==> src/rtl/iapfc_pkg.sv <==
// Constants and types of the in-application flash programming controller
//
// Contract
// - Writing 55h to key register resets chip
// - Time select 0: erase 3.2ms, write 2.2ms
// - Time select 1: erase 3.7ms, write 3.0ms
// - Buffer clear bit self-clears after clearing buffer
// - Unimplemented control and address bits read zero
// - Fourteen-bit address split over low/high registers
// - Word0 low write only stores the byte
// - Word0 high write loads buffer, bumps address; the code loads the buffer only while enabled is set
// - Tag writes mark erase words, bump address
// - Address stops at last word of page
// - Correct unlock pattern sets enabled bit
// - Erased words read back as zero
// - Erase and write need prior unlock
// - Words one to three are plain registers
// - Mode codes: write, erase, read, unlock
// - Write-initiate bit clears when operation ends
// - CPU halted while flash operation runs
package iapfc_pkg;

    // ------------------------------------------------------------------
    // Register indices
    // ------------------------------------------------------------------
    localparam logic [3:0] IDX_MAIN_CTRL = 4'h0;
    localparam logic [3:0] IDX_RESET_KEY = 4'h1;
    localparam logic [3:0] IDX_TB_CTRL   = 4'h2;
    localparam logic [3:0] IDX_ADDR_LOW  = 4'h3;
    localparam logic [3:0] IDX_ADDR_HIGH = 4'h4;
    localparam logic [3:0] IDX_WORD0_LOW = 4'h5;
    localparam logic [3:0] IDX_WORD0_HI  = 4'h6;
    localparam logic [3:0] IDX_WORD1_LOW = 4'h7;
    localparam logic [3:0] IDX_WORD1_HI  = 4'h8;
    localparam logic [3:0] IDX_WORD2_LOW = 4'h9;
    localparam logic [3:0] IDX_WORD2_HI  = 4'ha;
    localparam logic [3:0] IDX_WORD3_LOW = 4'hb;
    localparam logic [3:0] IDX_WORD3_HI  = 4'hc;

    // ------------------------------------------------------------------
    // Field positions
    // ------------------------------------------------------------------
    localparam int MC_ENABLED  = 7;
    localparam int MC_MODE_LSB = 4;
    localparam int MC_TRIGGER  = 3;
    localparam int MC_WR_INIT  = 2;
    localparam int MC_RD_EN    = 1;
    localparam int MC_RD_INIT  = 0;
    localparam int TB_TIME_SEL = 1;
    localparam int TB_CLEAR    = 0;

    // ------------------------------------------------------------------
    // Reset values and patterns
    // ------------------------------------------------------------------
    localparam logic [7:0]  REG_RESET   = 8'h00;
    localparam logic [13:0] ADDR_RESET  = 14'h0000;
    localparam logic [15:0] WORD_RESET  = 16'h0000;
    localparam logic [7:0]  CHIP_KEY    = 8'h55;
    localparam logic [4:0]  PAGE_LAST   = 5'h1f;
    localparam logic [7:0]  PAT_W1_LOW  = 8'h00;
    localparam logic [7:0]  PAT_W2_LOW  = 8'h0d;
    localparam logic [7:0]  PAT_W3_LOW  = 8'hc3;
    localparam logic [7:0]  PAT_W1_HIGH = 8'h04;
    localparam logic [7:0]  PAT_W2_HIGH = 8'h09;
    localparam logic [7:0]  PAT_W3_HIGH = 8'h40;

    // ------------------------------------------------------------------
    // Timing
    // ------------------------------------------------------------------
    localparam int CLK_PERIOD_NS  = 100;
    localparam int ERASE_T0_NS    = 3200000;
    localparam int WRITE_T0_NS    = 2200000;
    localparam int ERASE_T1_NS    = 3700000;
    localparam int WRITE_T1_NS    = 3000000;
    localparam int UNLOCK_T_NS    = 1000000;
    localparam int TIMER_W        = 16;
    localparam int PAGE_WORDS     = 32;

    // ------------------------------------------------------------------
    // Types
    // ------------------------------------------------------------------
    typedef enum logic [2:0] {
        MODE_WRITE  = 3'h0,
        MODE_ERASE  = 3'h1,
        MODE_READ   = 3'h3,
        MODE_UNLOCK = 3'h6
    } iapfc_mode_t;

    typedef enum logic [2:0] {
        ST_IDLE = 3'h1,
        ST_BUSY = 3'h2,
        ST_READ = 3'h4
    } iapfc_state_t;

endpackage

==> src/rtl/iapfc_tmr_if.sv <==
// Start/done handshake between controller and its down-counters
`timescale 1ns/1ns
interface iapfc_tmr_if #(
    parameter int W = 16
);
    logic         start;
    logic [W-1:0] cycles;
    logic         busy;
    logic         done;

    modport ctrl (output start, output cycles, input busy, input done);
    modport tmr  (input start, input cycles, output busy, output done);
endinterface
==> src/rtl/iapfc_ctrl.sv <==
// Register file, write buffer and sequencer of the flash programming block
`timescale 1ns/1ns
module iapfc_ctrl #(
    parameter int ERASE_CYC_0 =
        (iapfc_pkg::ERASE_T0_NS + iapfc_pkg::CLK_PERIOD_NS - 1)
        / iapfc_pkg::CLK_PERIOD_NS,
    parameter int WRITE_CYC_0 =
        (iapfc_pkg::WRITE_T0_NS + iapfc_pkg::CLK_PERIOD_NS - 1)
        / iapfc_pkg::CLK_PERIOD_NS,
    parameter int ERASE_CYC_1 =
        (iapfc_pkg::ERASE_T1_NS + iapfc_pkg::CLK_PERIOD_NS - 1)
        / iapfc_pkg::CLK_PERIOD_NS,
    parameter int WRITE_CYC_1 =
        (iapfc_pkg::WRITE_T1_NS + iapfc_pkg::CLK_PERIOD_NS - 1)
        / iapfc_pkg::CLK_PERIOD_NS,
    parameter int UNLOCK_CYC  =
        (iapfc_pkg::UNLOCK_T_NS + iapfc_pkg::CLK_PERIOD_NS - 1)
        / iapfc_pkg::CLK_PERIOD_NS
) (
    // Clock and reset
    input  wire logic        i_sys_clk,
    input  wire logic        i_rst,
    // Special function register port
    input  wire logic [3:0]  i_sfr_addr,
    input  wire logic        i_sfr_wr,
    input  wire logic [7:0]  i_sfr_wdata,
    output logic      [7:0]  o_sfr_rdata,
    // Flash array port
    output logic             o_flash_strobe,
    output logic             o_flash_erase,
    output logic      [13:0] o_flash_addr,
    output logic      [15:0] o_flash_wdata,
    output logic             o_flash_rd,
    input  wire logic [15:0] i_flash_rdata,
    // System
    output logic             o_cpu_halt,
    output logic             o_chip_reset
);

    localparam int TW = iapfc_pkg::TIMER_W;
    localparam int NW = iapfc_pkg::PAGE_WORDS;

    // ------------------------------------------------------------------
    // Registers
    // ------------------------------------------------------------------
    iapfc_pkg::iapfc_state_t state;
    iapfc_pkg::iapfc_mode_t  mode;
    logic        enabled;
    logic        trigger;
    logic        wr_init;
    logic        rd_en;
    logic        rd_init;
    logic [7:0]  chip_reset_key;
    logic        time_sel;
    logic        clear_buf;
    logic [13:0] flash_address;
    logic [7:0]  word0_low;
    logic [7:0]  word0_high;
    logic [7:0]  word1_low;
    logic [7:0]  word1_high;
    logic [7:0]  word2_low;
    logic [7:0]  word2_high;
    logic [7:0]  word3_low;
    logic [7:0]  word3_high;
    logic [15:0] wbuf [NW];
    logic [NW-1:0] tags;
    logic        op_erase;
    logic [5:0]  commit_idx;

    // ------------------------------------------------------------------
    // Write decode
    // ------------------------------------------------------------------
    logic wr_main;
    logic wr_key;
    logic wr_tb;
    logic wr_al;
    logic wr_ah;
    logic wr_w0h;
    logic mode_wr_ok;
    logic start_op;
    logic start_rd;
    logic start_unlock;
    logic pattern_ok;
    logic [2:0] new_mode;

    assign wr_main = i_sfr_wr && i_sfr_addr == iapfc_pkg::IDX_MAIN_CTRL;
    assign wr_key  = i_sfr_wr && i_sfr_addr == iapfc_pkg::IDX_RESET_KEY;
    assign wr_tb   = i_sfr_wr && i_sfr_addr == iapfc_pkg::IDX_TB_CTRL;
    assign wr_al   = i_sfr_wr && i_sfr_addr == iapfc_pkg::IDX_ADDR_LOW;
    assign wr_ah   = i_sfr_wr && i_sfr_addr == iapfc_pkg::IDX_ADDR_HIGH;
    assign wr_w0h  = i_sfr_wr && i_sfr_addr == iapfc_pkg::IDX_WORD0_HI;
    assign new_mode = i_sfr_wdata[iapfc_pkg::MC_MODE_LSB +: 3];

    // Mode written in the same instruction is the one that counts
    assign mode_wr_ok = new_mode == iapfc_pkg::MODE_WRITE
                     || new_mode == iapfc_pkg::MODE_ERASE;
    assign start_op = wr_main && i_sfr_wdata[iapfc_pkg::MC_WR_INIT]
                   && enabled && mode_wr_ok
                   && state == iapfc_pkg::ST_IDLE;
    assign start_rd = wr_main && i_sfr_wdata[iapfc_pkg::MC_RD_INIT]
                   && i_sfr_wdata[iapfc_pkg::MC_RD_EN]
                   && new_mode == iapfc_pkg::MODE_READ
                   && state == iapfc_pkg::ST_IDLE;
    assign start_unlock = wr_main && i_sfr_wdata[iapfc_pkg::MC_TRIGGER]
                       && new_mode == iapfc_pkg::MODE_UNLOCK && !trigger;

    assign pattern_ok = word1_low  == iapfc_pkg::PAT_W1_LOW
                     && word2_low  == iapfc_pkg::PAT_W2_LOW
                     && word3_low  == iapfc_pkg::PAT_W3_LOW
                     && word1_high == iapfc_pkg::PAT_W1_HIGH
                     && word2_high == iapfc_pkg::PAT_W2_HIGH
                     && word3_high == iapfc_pkg::PAT_W3_HIGH;

    // ------------------------------------------------------------------
    // Timers
    // ------------------------------------------------------------------
    iapfc_tmr_if #(.W(TW)) op_tif ();
    iapfc_tmr_if #(.W(TW)) ul_tif ();

    iapfc_timer #(.W(TW)) u_op_timer (
        .i_sys_clk (i_sys_clk),
        .i_rst     (i_rst),
        .tif       (op_tif)
    );

    iapfc_timer #(.W(TW)) u_unlock_timer (
        .i_sys_clk (i_sys_clk),
        .i_rst     (i_rst),
        .tif       (ul_tif)
    );

    always_comb begin
        op_tif.start = start_op;
        if (new_mode == iapfc_pkg::MODE_ERASE) begin
            op_tif.cycles = time_sel ? TW'(ERASE_CYC_1)
                                     : TW'(ERASE_CYC_0);
        end else begin
            op_tif.cycles = time_sel ? TW'(WRITE_CYC_1)
                                     : TW'(WRITE_CYC_0);
        end
    end

    assign ul_tif.start  = start_unlock;
    assign ul_tif.cycles = TW'(UNLOCK_CYC);

    // ------------------------------------------------------------------
    // Sequencer
    // ------------------------------------------------------------------
    always_ff @(posedge i_sys_clk or posedge i_rst) begin
        if (i_rst) begin
            state <= iapfc_pkg::ST_IDLE;
        end else begin
            unique case (state)
                iapfc_pkg::ST_IDLE: begin
                    if (start_op) begin
                        state <= iapfc_pkg::ST_BUSY;
                    end else if (start_rd) begin
                        state <= iapfc_pkg::ST_READ;
                    end
                end
                iapfc_pkg::ST_BUSY: begin
                    if (op_tif.done) begin
                        state <= iapfc_pkg::ST_IDLE;
                    end
                end
                iapfc_pkg::ST_READ: begin
                    state <= iapfc_pkg::ST_IDLE;
                end
                default: begin
                    state <= iapfc_pkg::ST_IDLE;
                end
            endcase
        end
    end

    assign o_cpu_halt = state != iapfc_pkg::ST_IDLE;

    // ------------------------------------------------------------------
    // Main control register
    // ------------------------------------------------------------------
    always_ff @(posedge i_sys_clk or posedge i_rst) begin
        if (i_rst) begin
            mode    <= iapfc_pkg::MODE_WRITE;
            rd_en   <= 1'b0;
        end else if (wr_main) begin
            mode    <= iapfc_pkg::iapfc_mode_t'(new_mode);
            rd_en   <= i_sfr_wdata[iapfc_pkg::MC_RD_EN];
        end
    end

    // Software can only drop it; hardware set wins over that clear
    always_ff @(posedge i_sys_clk or posedge i_rst) begin
        if (i_rst) begin
            enabled <= 1'b0;
        end else if (trigger && ul_tif.busy && pattern_ok) begin
            enabled <= 1'b1;
        end else if (wr_main && !i_sfr_wdata[iapfc_pkg::MC_ENABLED]) begin
            enabled <= 1'b0;
        end
    end

    always_ff @(posedge i_sys_clk or posedge i_rst) begin
        if (i_rst) begin
            trigger <= 1'b0;
        end else if (start_unlock) begin
            trigger <= 1'b1;
        end else if (ul_tif.done) begin
            trigger <= 1'b0;
        end
    end

    always_ff @(posedge i_sys_clk or posedge i_rst) begin
        if (i_rst) begin
            wr_init  <= 1'b0;
            op_erase <= 1'b0;
        end else if (start_op) begin
            wr_init  <= 1'b1;
            op_erase <= new_mode == iapfc_pkg::MODE_ERASE;
        end else if (state == iapfc_pkg::ST_BUSY && op_tif.done) begin
            wr_init  <= 1'b0;
        end
    end

    always_ff @(posedge i_sys_clk or posedge i_rst) begin
        if (i_rst) begin
            rd_init <= 1'b0;
        end else if (start_rd) begin
            rd_init <= 1'b1;
        end else if (state == iapfc_pkg::ST_READ) begin
            rd_init <= 1'b0;
        end
    end

    // ------------------------------------------------------------------
    // Chip reset key and timing/buffer control
    // ------------------------------------------------------------------
    always_ff @(posedge i_sys_clk or posedge i_rst) begin
        if (i_rst) begin
            chip_reset_key <= iapfc_pkg::REG_RESET;
            o_chip_reset   <= 1'b0;
        end else begin
            if (wr_key) begin
                chip_reset_key <= i_sfr_wdata;
            end
            o_chip_reset <= wr_key && i_sfr_wdata == iapfc_pkg::CHIP_KEY;
        end
    end

    // A fresh set in the clearing cycle keeps the bit up
    always_ff @(posedge i_sys_clk or posedge i_rst) begin
        if (i_rst) begin
            time_sel  <= 1'b0;
            clear_buf <= 1'b0;
        end else if (wr_tb) begin
            time_sel  <= i_sfr_wdata[iapfc_pkg::TB_TIME_SEL];
            clear_buf <= i_sfr_wdata[iapfc_pkg::TB_CLEAR];
        end else if (clear_buf) begin
            clear_buf <= 1'b0;
        end
    end

    // ------------------------------------------------------------------
    // Address and data registers
    // ------------------------------------------------------------------
    always_ff @(posedge i_sys_clk or posedge i_rst) begin
        if (i_rst) begin
            flash_address <= iapfc_pkg::ADDR_RESET;
        end else if (wr_al) begin
            flash_address[7:0] <= i_sfr_wdata;
        end else if (wr_ah) begin
            flash_address[13:8] <= i_sfr_wdata[5:0];
        end else if (wr_w0h && flash_address[4:0] != iapfc_pkg::PAGE_LAST) begin
            flash_address <= flash_address + 14'h0001;
        end
    end

    always_ff @(posedge i_sys_clk or posedge i_rst) begin
        if (i_rst) begin
            word0_low  <= iapfc_pkg::REG_RESET;
            word0_high <= iapfc_pkg::REG_RESET;
        end else if (state == iapfc_pkg::ST_READ) begin
            word0_low  <= i_flash_rdata[7:0];
            word0_high <= i_flash_rdata[15:8];
        end else if (i_sfr_wr) begin
            if (i_sfr_addr == iapfc_pkg::IDX_WORD0_LOW) begin
                word0_low <= i_sfr_wdata;
            end
            if (i_sfr_addr == iapfc_pkg::IDX_WORD0_HI) begin
                word0_high <= i_sfr_wdata;
            end
        end
    end

    always_ff @(posedge i_sys_clk or posedge i_rst) begin
        if (i_rst) begin
            word1_low  <= iapfc_pkg::REG_RESET;
            word1_high <= iapfc_pkg::REG_RESET;
            word2_low  <= iapfc_pkg::REG_RESET;
            word2_high <= iapfc_pkg::REG_RESET;
            word3_low  <= iapfc_pkg::REG_RESET;
            word3_high <= iapfc_pkg::REG_RESET;
        end else if (i_sfr_wr) begin
            unique case (i_sfr_addr)
                iapfc_pkg::IDX_WORD1_LOW: word1_low  <= i_sfr_wdata;
                iapfc_pkg::IDX_WORD1_HI:  word1_high <= i_sfr_wdata;
                iapfc_pkg::IDX_WORD2_LOW: word2_low  <= i_sfr_wdata;
                iapfc_pkg::IDX_WORD2_HI:  word2_high <= i_sfr_wdata;
                iapfc_pkg::IDX_WORD3_LOW: word3_low  <= i_sfr_wdata;
                iapfc_pkg::IDX_WORD3_HI:  word3_high <= i_sfr_wdata;
                default: begin
                end
            endcase
        end
    end

    // ------------------------------------------------------------------
    // Write buffer and tags
    // ------------------------------------------------------------------
    // Buffer fills only once unlocked, so a stray store never programs
    always_ff @(posedge i_sys_clk or posedge i_rst) begin
        if (i_rst) begin
            tags <= '0;
            for (int i = 0; i < NW; i++) begin
                wbuf[i] <= iapfc_pkg::WORD_RESET;
            end
        end else if (clear_buf
                     || (state == iapfc_pkg::ST_BUSY && op_tif.done)) begin
            tags <= '0;
            for (int i = 0; i < NW; i++) begin
                wbuf[i] <= iapfc_pkg::WORD_RESET;
            end
        end else if (wr_w0h && enabled) begin
            wbuf[flash_address[4:0]] <= {i_sfr_wdata, word0_low};
            tags[flash_address[4:0]] <= 1'b1;
        end
    end

    // ------------------------------------------------------------------
    // Flash array commit
    // ------------------------------------------------------------------
    // Tagged words go out early in the timed window; the timer alone
    // decides when the operation is reported complete
    always_ff @(posedge i_sys_clk or posedge i_rst) begin
        if (i_rst) begin
            commit_idx <= 6'h00;
        end else if (start_op) begin
            commit_idx <= 6'h00;
        end else if (state == iapfc_pkg::ST_BUSY && !commit_idx[5]) begin
            commit_idx <= commit_idx + 6'h01;
        end
    end

    always_ff @(posedge i_sys_clk or posedge i_rst) begin
        if (i_rst) begin
            o_flash_strobe <= 1'b0;
            o_flash_erase  <= 1'b0;
            o_flash_addr   <= iapfc_pkg::ADDR_RESET;
            o_flash_wdata  <= iapfc_pkg::WORD_RESET;
            o_flash_rd     <= 1'b0;
        end else begin
            o_flash_strobe <= state == iapfc_pkg::ST_BUSY && !commit_idx[5]
                           && tags[commit_idx[4:0]];
            o_flash_erase  <= op_erase;
            o_flash_rd     <= start_rd;
            if (start_rd) begin
                o_flash_addr <= flash_address;
            end else if (state == iapfc_pkg::ST_BUSY) begin
                o_flash_addr  <= {flash_address[13:5], commit_idx[4:0]};
                o_flash_wdata <= op_erase ? iapfc_pkg::WORD_RESET
                                          : wbuf[commit_idx[4:0]];
            end
        end
    end

    // ------------------------------------------------------------------
    // Read-back
    // ------------------------------------------------------------------
    always_ff @(posedge i_sys_clk or posedge i_rst) begin
        if (i_rst) begin
            o_sfr_rdata <= iapfc_pkg::REG_RESET;
        end else begin
            unique case (i_sfr_addr)
                iapfc_pkg::IDX_MAIN_CTRL:
                    o_sfr_rdata <= {enabled, mode, trigger, wr_init,
                                    rd_en, rd_init};
                iapfc_pkg::IDX_RESET_KEY: o_sfr_rdata <= chip_reset_key;
                iapfc_pkg::IDX_TB_CTRL:
                    o_sfr_rdata <= {6'h00, time_sel, clear_buf};
                iapfc_pkg::IDX_ADDR_LOW:  o_sfr_rdata <= flash_address[7:0];
                iapfc_pkg::IDX_ADDR_HIGH:
                    o_sfr_rdata <= {2'h0, flash_address[13:8]};
                iapfc_pkg::IDX_WORD0_LOW: o_sfr_rdata <= word0_low;
                iapfc_pkg::IDX_WORD0_HI:  o_sfr_rdata <= word0_high;
                iapfc_pkg::IDX_WORD1_LOW: o_sfr_rdata <= word1_low;
                iapfc_pkg::IDX_WORD1_HI:  o_sfr_rdata <= word1_high;
                iapfc_pkg::IDX_WORD2_LOW: o_sfr_rdata <= word2_low;
                iapfc_pkg::IDX_WORD2_HI:  o_sfr_rdata <= word2_high;
                iapfc_pkg::IDX_WORD3_LOW: o_sfr_rdata <= word3_low;
                iapfc_pkg::IDX_WORD3_HI:  o_sfr_rdata <= word3_high;
                default:                  o_sfr_rdata <= iapfc_pkg::REG_RESET;
            endcase
        end
    end

endmodule

==> src/rtl/iapfc_timer.sv <==
// One-shot down-counter timing flash operations and the unlock window
`timescale 1ns/1ns
module iapfc_timer #(
    parameter int W = 16
) (
    // Clock and reset
    input  wire logic i_sys_clk,
    input  wire logic i_rst,
    // Control
    iapfc_tmr_if.tmr  tif
);

    logic [W-1:0] count;

    // Busy exactly for the loaded number of cycles
    always_ff @(posedge i_sys_clk or posedge i_rst) begin
        if (i_rst) begin
            count <= '0;
        end else if (tif.start && !tif.busy) begin
            count <= tif.cycles;
        end else if (tif.busy) begin
            count <= count - W'(1);
        end
    end

    assign tif.busy = (count != '0);
    assign tif.done = (count == W'(1));

endmodule

==> config.mk <==
export PLATFORM = sky130hd
export DESIGN_NAME = iapfc_ctrl
export DESIGN_NICKNAME = d
export VERILOG_FILES = /design/src/rtl/iapfc_pkg.sv /design/src/rtl/iapfc_tmr_if.sv /design/src/rtl/iapfc_ctrl.sv /design/src/rtl/iapfc_timer.sv
export SDC_FILE = /design/constraint.sdc
export NUM_CORES = 2
export LEC_CHECK = 0
export BUFFER_PORTS_ARGS = -buffer_cell sky130_fd_sc_hd__buf_4
export CORE_MARGIN = 1
export CORE_UTILIZATION = 37
export CTS_BUF_LIST = sky130_fd_sc_hd__clkbuf_16
export CTS_CLUSTER_DIAMETER = 60
export DETAILED_ROUTE_END_ITERATION = 7
export PLACE_DENSITY = 0.49
export SETUP_SLACK_MARGIN = 0.1
export SYNTH_ARGS = -nofsm -noshare
export SYNTH_HDL_FRONTEND = slang
export SYNTH_HIERARCHICAL = 1
export SYNTH_SLANG_ARGS = --single-unit
==> constraint.sdc <==
create_clock -name i_sys_clk -period 34.8 [get_ports i_sys_clk]
set_input_delay 6.96 -clock i_sys_clk [delete_from_list [all_inputs] [get_ports i_sys_clk]]
set_output_delay 6.96 -clock i_sys_clk [all_outputs]
set_load 0.01 [all_outputs]
==> impl_metrics.yaml <==
timing:
  tightest_slew_ns: 1.32
  layout_setup_ws_ns: 24.69
  max_slew_margin_pct: 11.7
  max_freq_ghz: 0.0989
  setup_tns_ns: 0
  hold_viol: 0
  grt_setup_unrepaired: "no"
  drv_slew: 0
  setup_viol: 0
  hold_ws_ns: 0.416
  finClkSkew_ns: 0.0247
  period_needed_ns: 10.11
  final.period_utilization_pct: 29.0
cells_and_area:
  stdcell_count: 4402
  final_cell_area_sq_um: 39900
  final_util_pct: 41.4
  diodes: 0
  layout_common_cells: "dfrtp_1 (720), mux2i_1 (621), nor2_1 (553)"
  drive_above_1_share_pct: 15.9
  final_common_cell: "dfrtp_1"
  final.fill_count: 8962
  final_net_count: 3110
  syn_to_final_growth_pct: 11.0
global_routing:
  grt_pass1_vias: 25000
  grt.overflow.total: 0
  grt_pass1_wl_microns: 163000
  grt_use_total_pct: 21.9
  grt_max_degree: 170
  antenna_found_initial: 3
flow_run:
  cap_violations: 0
min_path:
  worstHoldStart: "op_erase"
  holdPathStages: 0
  hold_path_class: "reg -> reg"
placement:
  numPortBuffers: 73
  gp_congestion: 0.845
  hpwl_microns: 64100
  placedCellCount: 4253
  post-place-ws_ns: 23.93
  place_area_sq_um: 37200
synth:
  synth.distinct_cells: 76
  ys_ff_latch: 724
  syn_area_per_cell_sq_um: 11.5
  synth-seq-area-share_pct: 50.4
  synth-main-ff-cell: "dfrtp_1"
  syn_inst: 3128
  synth_edf_count: 0
  netlist_area_sq_um: 36000
  ys_warn_count: 6
  ys_async_sr_fraction_pct: 100
cts:
  cts_tree: "done"
  cts_buffers: 85
  ctsLongestPathBuffers: 3
  cts_setup_buffers: 0
  cts_root_buf: "clkbuf_16"
  clock_insertion_delay_worst_skew_ns: 0.64
  clkSlewWorstSetupHoldPaths_ns: 0.05
  postCtsHoldBufs: 0
  post_cts_resized: 0
  cts.htree.levels: 3
  clock-sinks: 724
floorplan:
  start_util_pct: 37.3
  dieArea_sq_um: 98500
  core-area_sq_um: 96600
  fp.dieH_microns: 314
  die_x_microns: 314
  rows: 114
  ios: 74
drt:
  routedWlPerCell_microns: 24.3
  avgViaCountPerCell: 5.59
  wl_microns: 107000
  num_vias: 24600
  ant_nets: 0
  first_pass_iters: 5
  first_iter_violations: 2099
  drc: 0
power:
  p_total_mw: 2.12
  p_per_area_nw_per_um2: 53.2
  ir_drop_mv: 0.0314
  leakage_nw: 22.4
setup_path:
  cp.required_ns: 35.40
  r2r_start: "u_op_timer/count[6]"
  crit_path_start: "i_rst"
  worstPathArrival_ns: 10.70
  end_kind: "asynchronous set/reset pin"
  r2r_end: "wbuf[309]"
  r2r_slack_ns: 30.10
  r2r_cells: 8
  critPathLaunchType: "primary input"
  crit_fanout: 128
  critPathCapture: "wbuf[421]"
  critPathKind: "in -> async"
outcome:
  status: "finished, final reports clean"
-- worst max-delay path, cell delays in order --
cell	delay [ns]
buf_4	0.14
inv_8	0.58
buf_4	0.92
buf_4	0.92
buf_4	0.90
-- kinds of logic after synthesis --
logic type	count (synthesis)	synth area share, %
AO/OA/AOI/OAI	304	6.04
XOR/XNOR	19	0.463
adder cells (fa/ha/maj)	15	0.522
buffers and inverters	372	4.88
flip-flops	724	50.4
multiplexers	814	26.3
other	2	0.0209
AND/OR/NAND/NOR	878	11.4
-- sequential cells by signal (all words and copies together), names as in the netlist, 3 cells and up --
name                  flops
chip_reset_key            8
commit_idx                6
flash_address            14
mode                      3
o_flash_addr             14
o_flash_wdata            16
o_sfr_rdata               8
state                     3
tags                     32
u_op_timer/count         16
u_unlock_timer/count     16
wbuf                    512
word0_high                8
word0_low                 8
word1_high                8
word1_low                 8
word2_high                8
word2_low                 8
word3_high                8
word3_low                 8
-- layout make-up --
type                            instances  area, sq um  share of cell area [%]
Inverter                               57          221                   0.554
Multi-Input combinational cell       2053        16200                    40.6
Clock buffer                           89         2230                    5.58
Timing Repair Buffer                  143         1090                    2.72
Clock inverter                         60          480                    1.20
Sequential cell                       724        18100                    45.4
Tap cell                             1276         1600                    4.00
-- synth_stat cells (11+ instances only) --
cell	instances	share of area, %
a21oi_1	69	0.96
a221o_1	24	0.67
a221oi_1	18	0.44
a31oi_1	15	0.26
a32o_1	20	0.56
and2_1	12	0.21
buf_1	20	0.21
buf_2	78	1.1
buf_4	62	1.3
clkbuf_1	151	1.6
dfrtp_1	723	50
ha_1	15	0.52
inv_1	56	0.58
mux2_2	98	3.1
mux2i_1	621	17
mux4_2	95	5.9
nand2_1	92	0.96
nand3_1	24	0.33
nand4_1	44	0.77
nor2_1	553	5.8
nor2b_1	27	0.47
nor3_1	18	0.25
nor3b_1	13	0.27
nor4b_1	11	0.27
o211ai_1	25	0.52
o21ai_0	56	0.78
or3_1	11	0.19
xor2_1	14	0.34
-- report_power, final --
| part | total (mW) | internal [mW] | switching [mW] |
|---|---|---|---|
| sequential | 0.967 | 0.905 | 0.0622 |
| clock | 0.873 | 0.518 | 0.355 |
| combinational | 0.283 | 0.105 | 0.178 |
| total | 2.12 | 1.53 | 0.595 |
-- worst min path at each step --
stage	end
after floorplan	o_flash_erase
after global placement	o_flash_erase
after detailed placement	o_flash_erase
after CTS	o_flash_erase
after global routing	o_flash_erase
final	o_flash_erase
-- per-layer routing --
metal | vias to the layer above | wire (microns) | track usage [%]
met4 | 0 | 2410 | 6.25
met3 | 146 | 5720 | 3.08
li1 | 10900 | - | -
met5 | - | 0 | 0
met1 | 12900 | 50700 | 32.3
met2 | 633 | 48300 | 33.4
(Power assumes the default switching activity.)
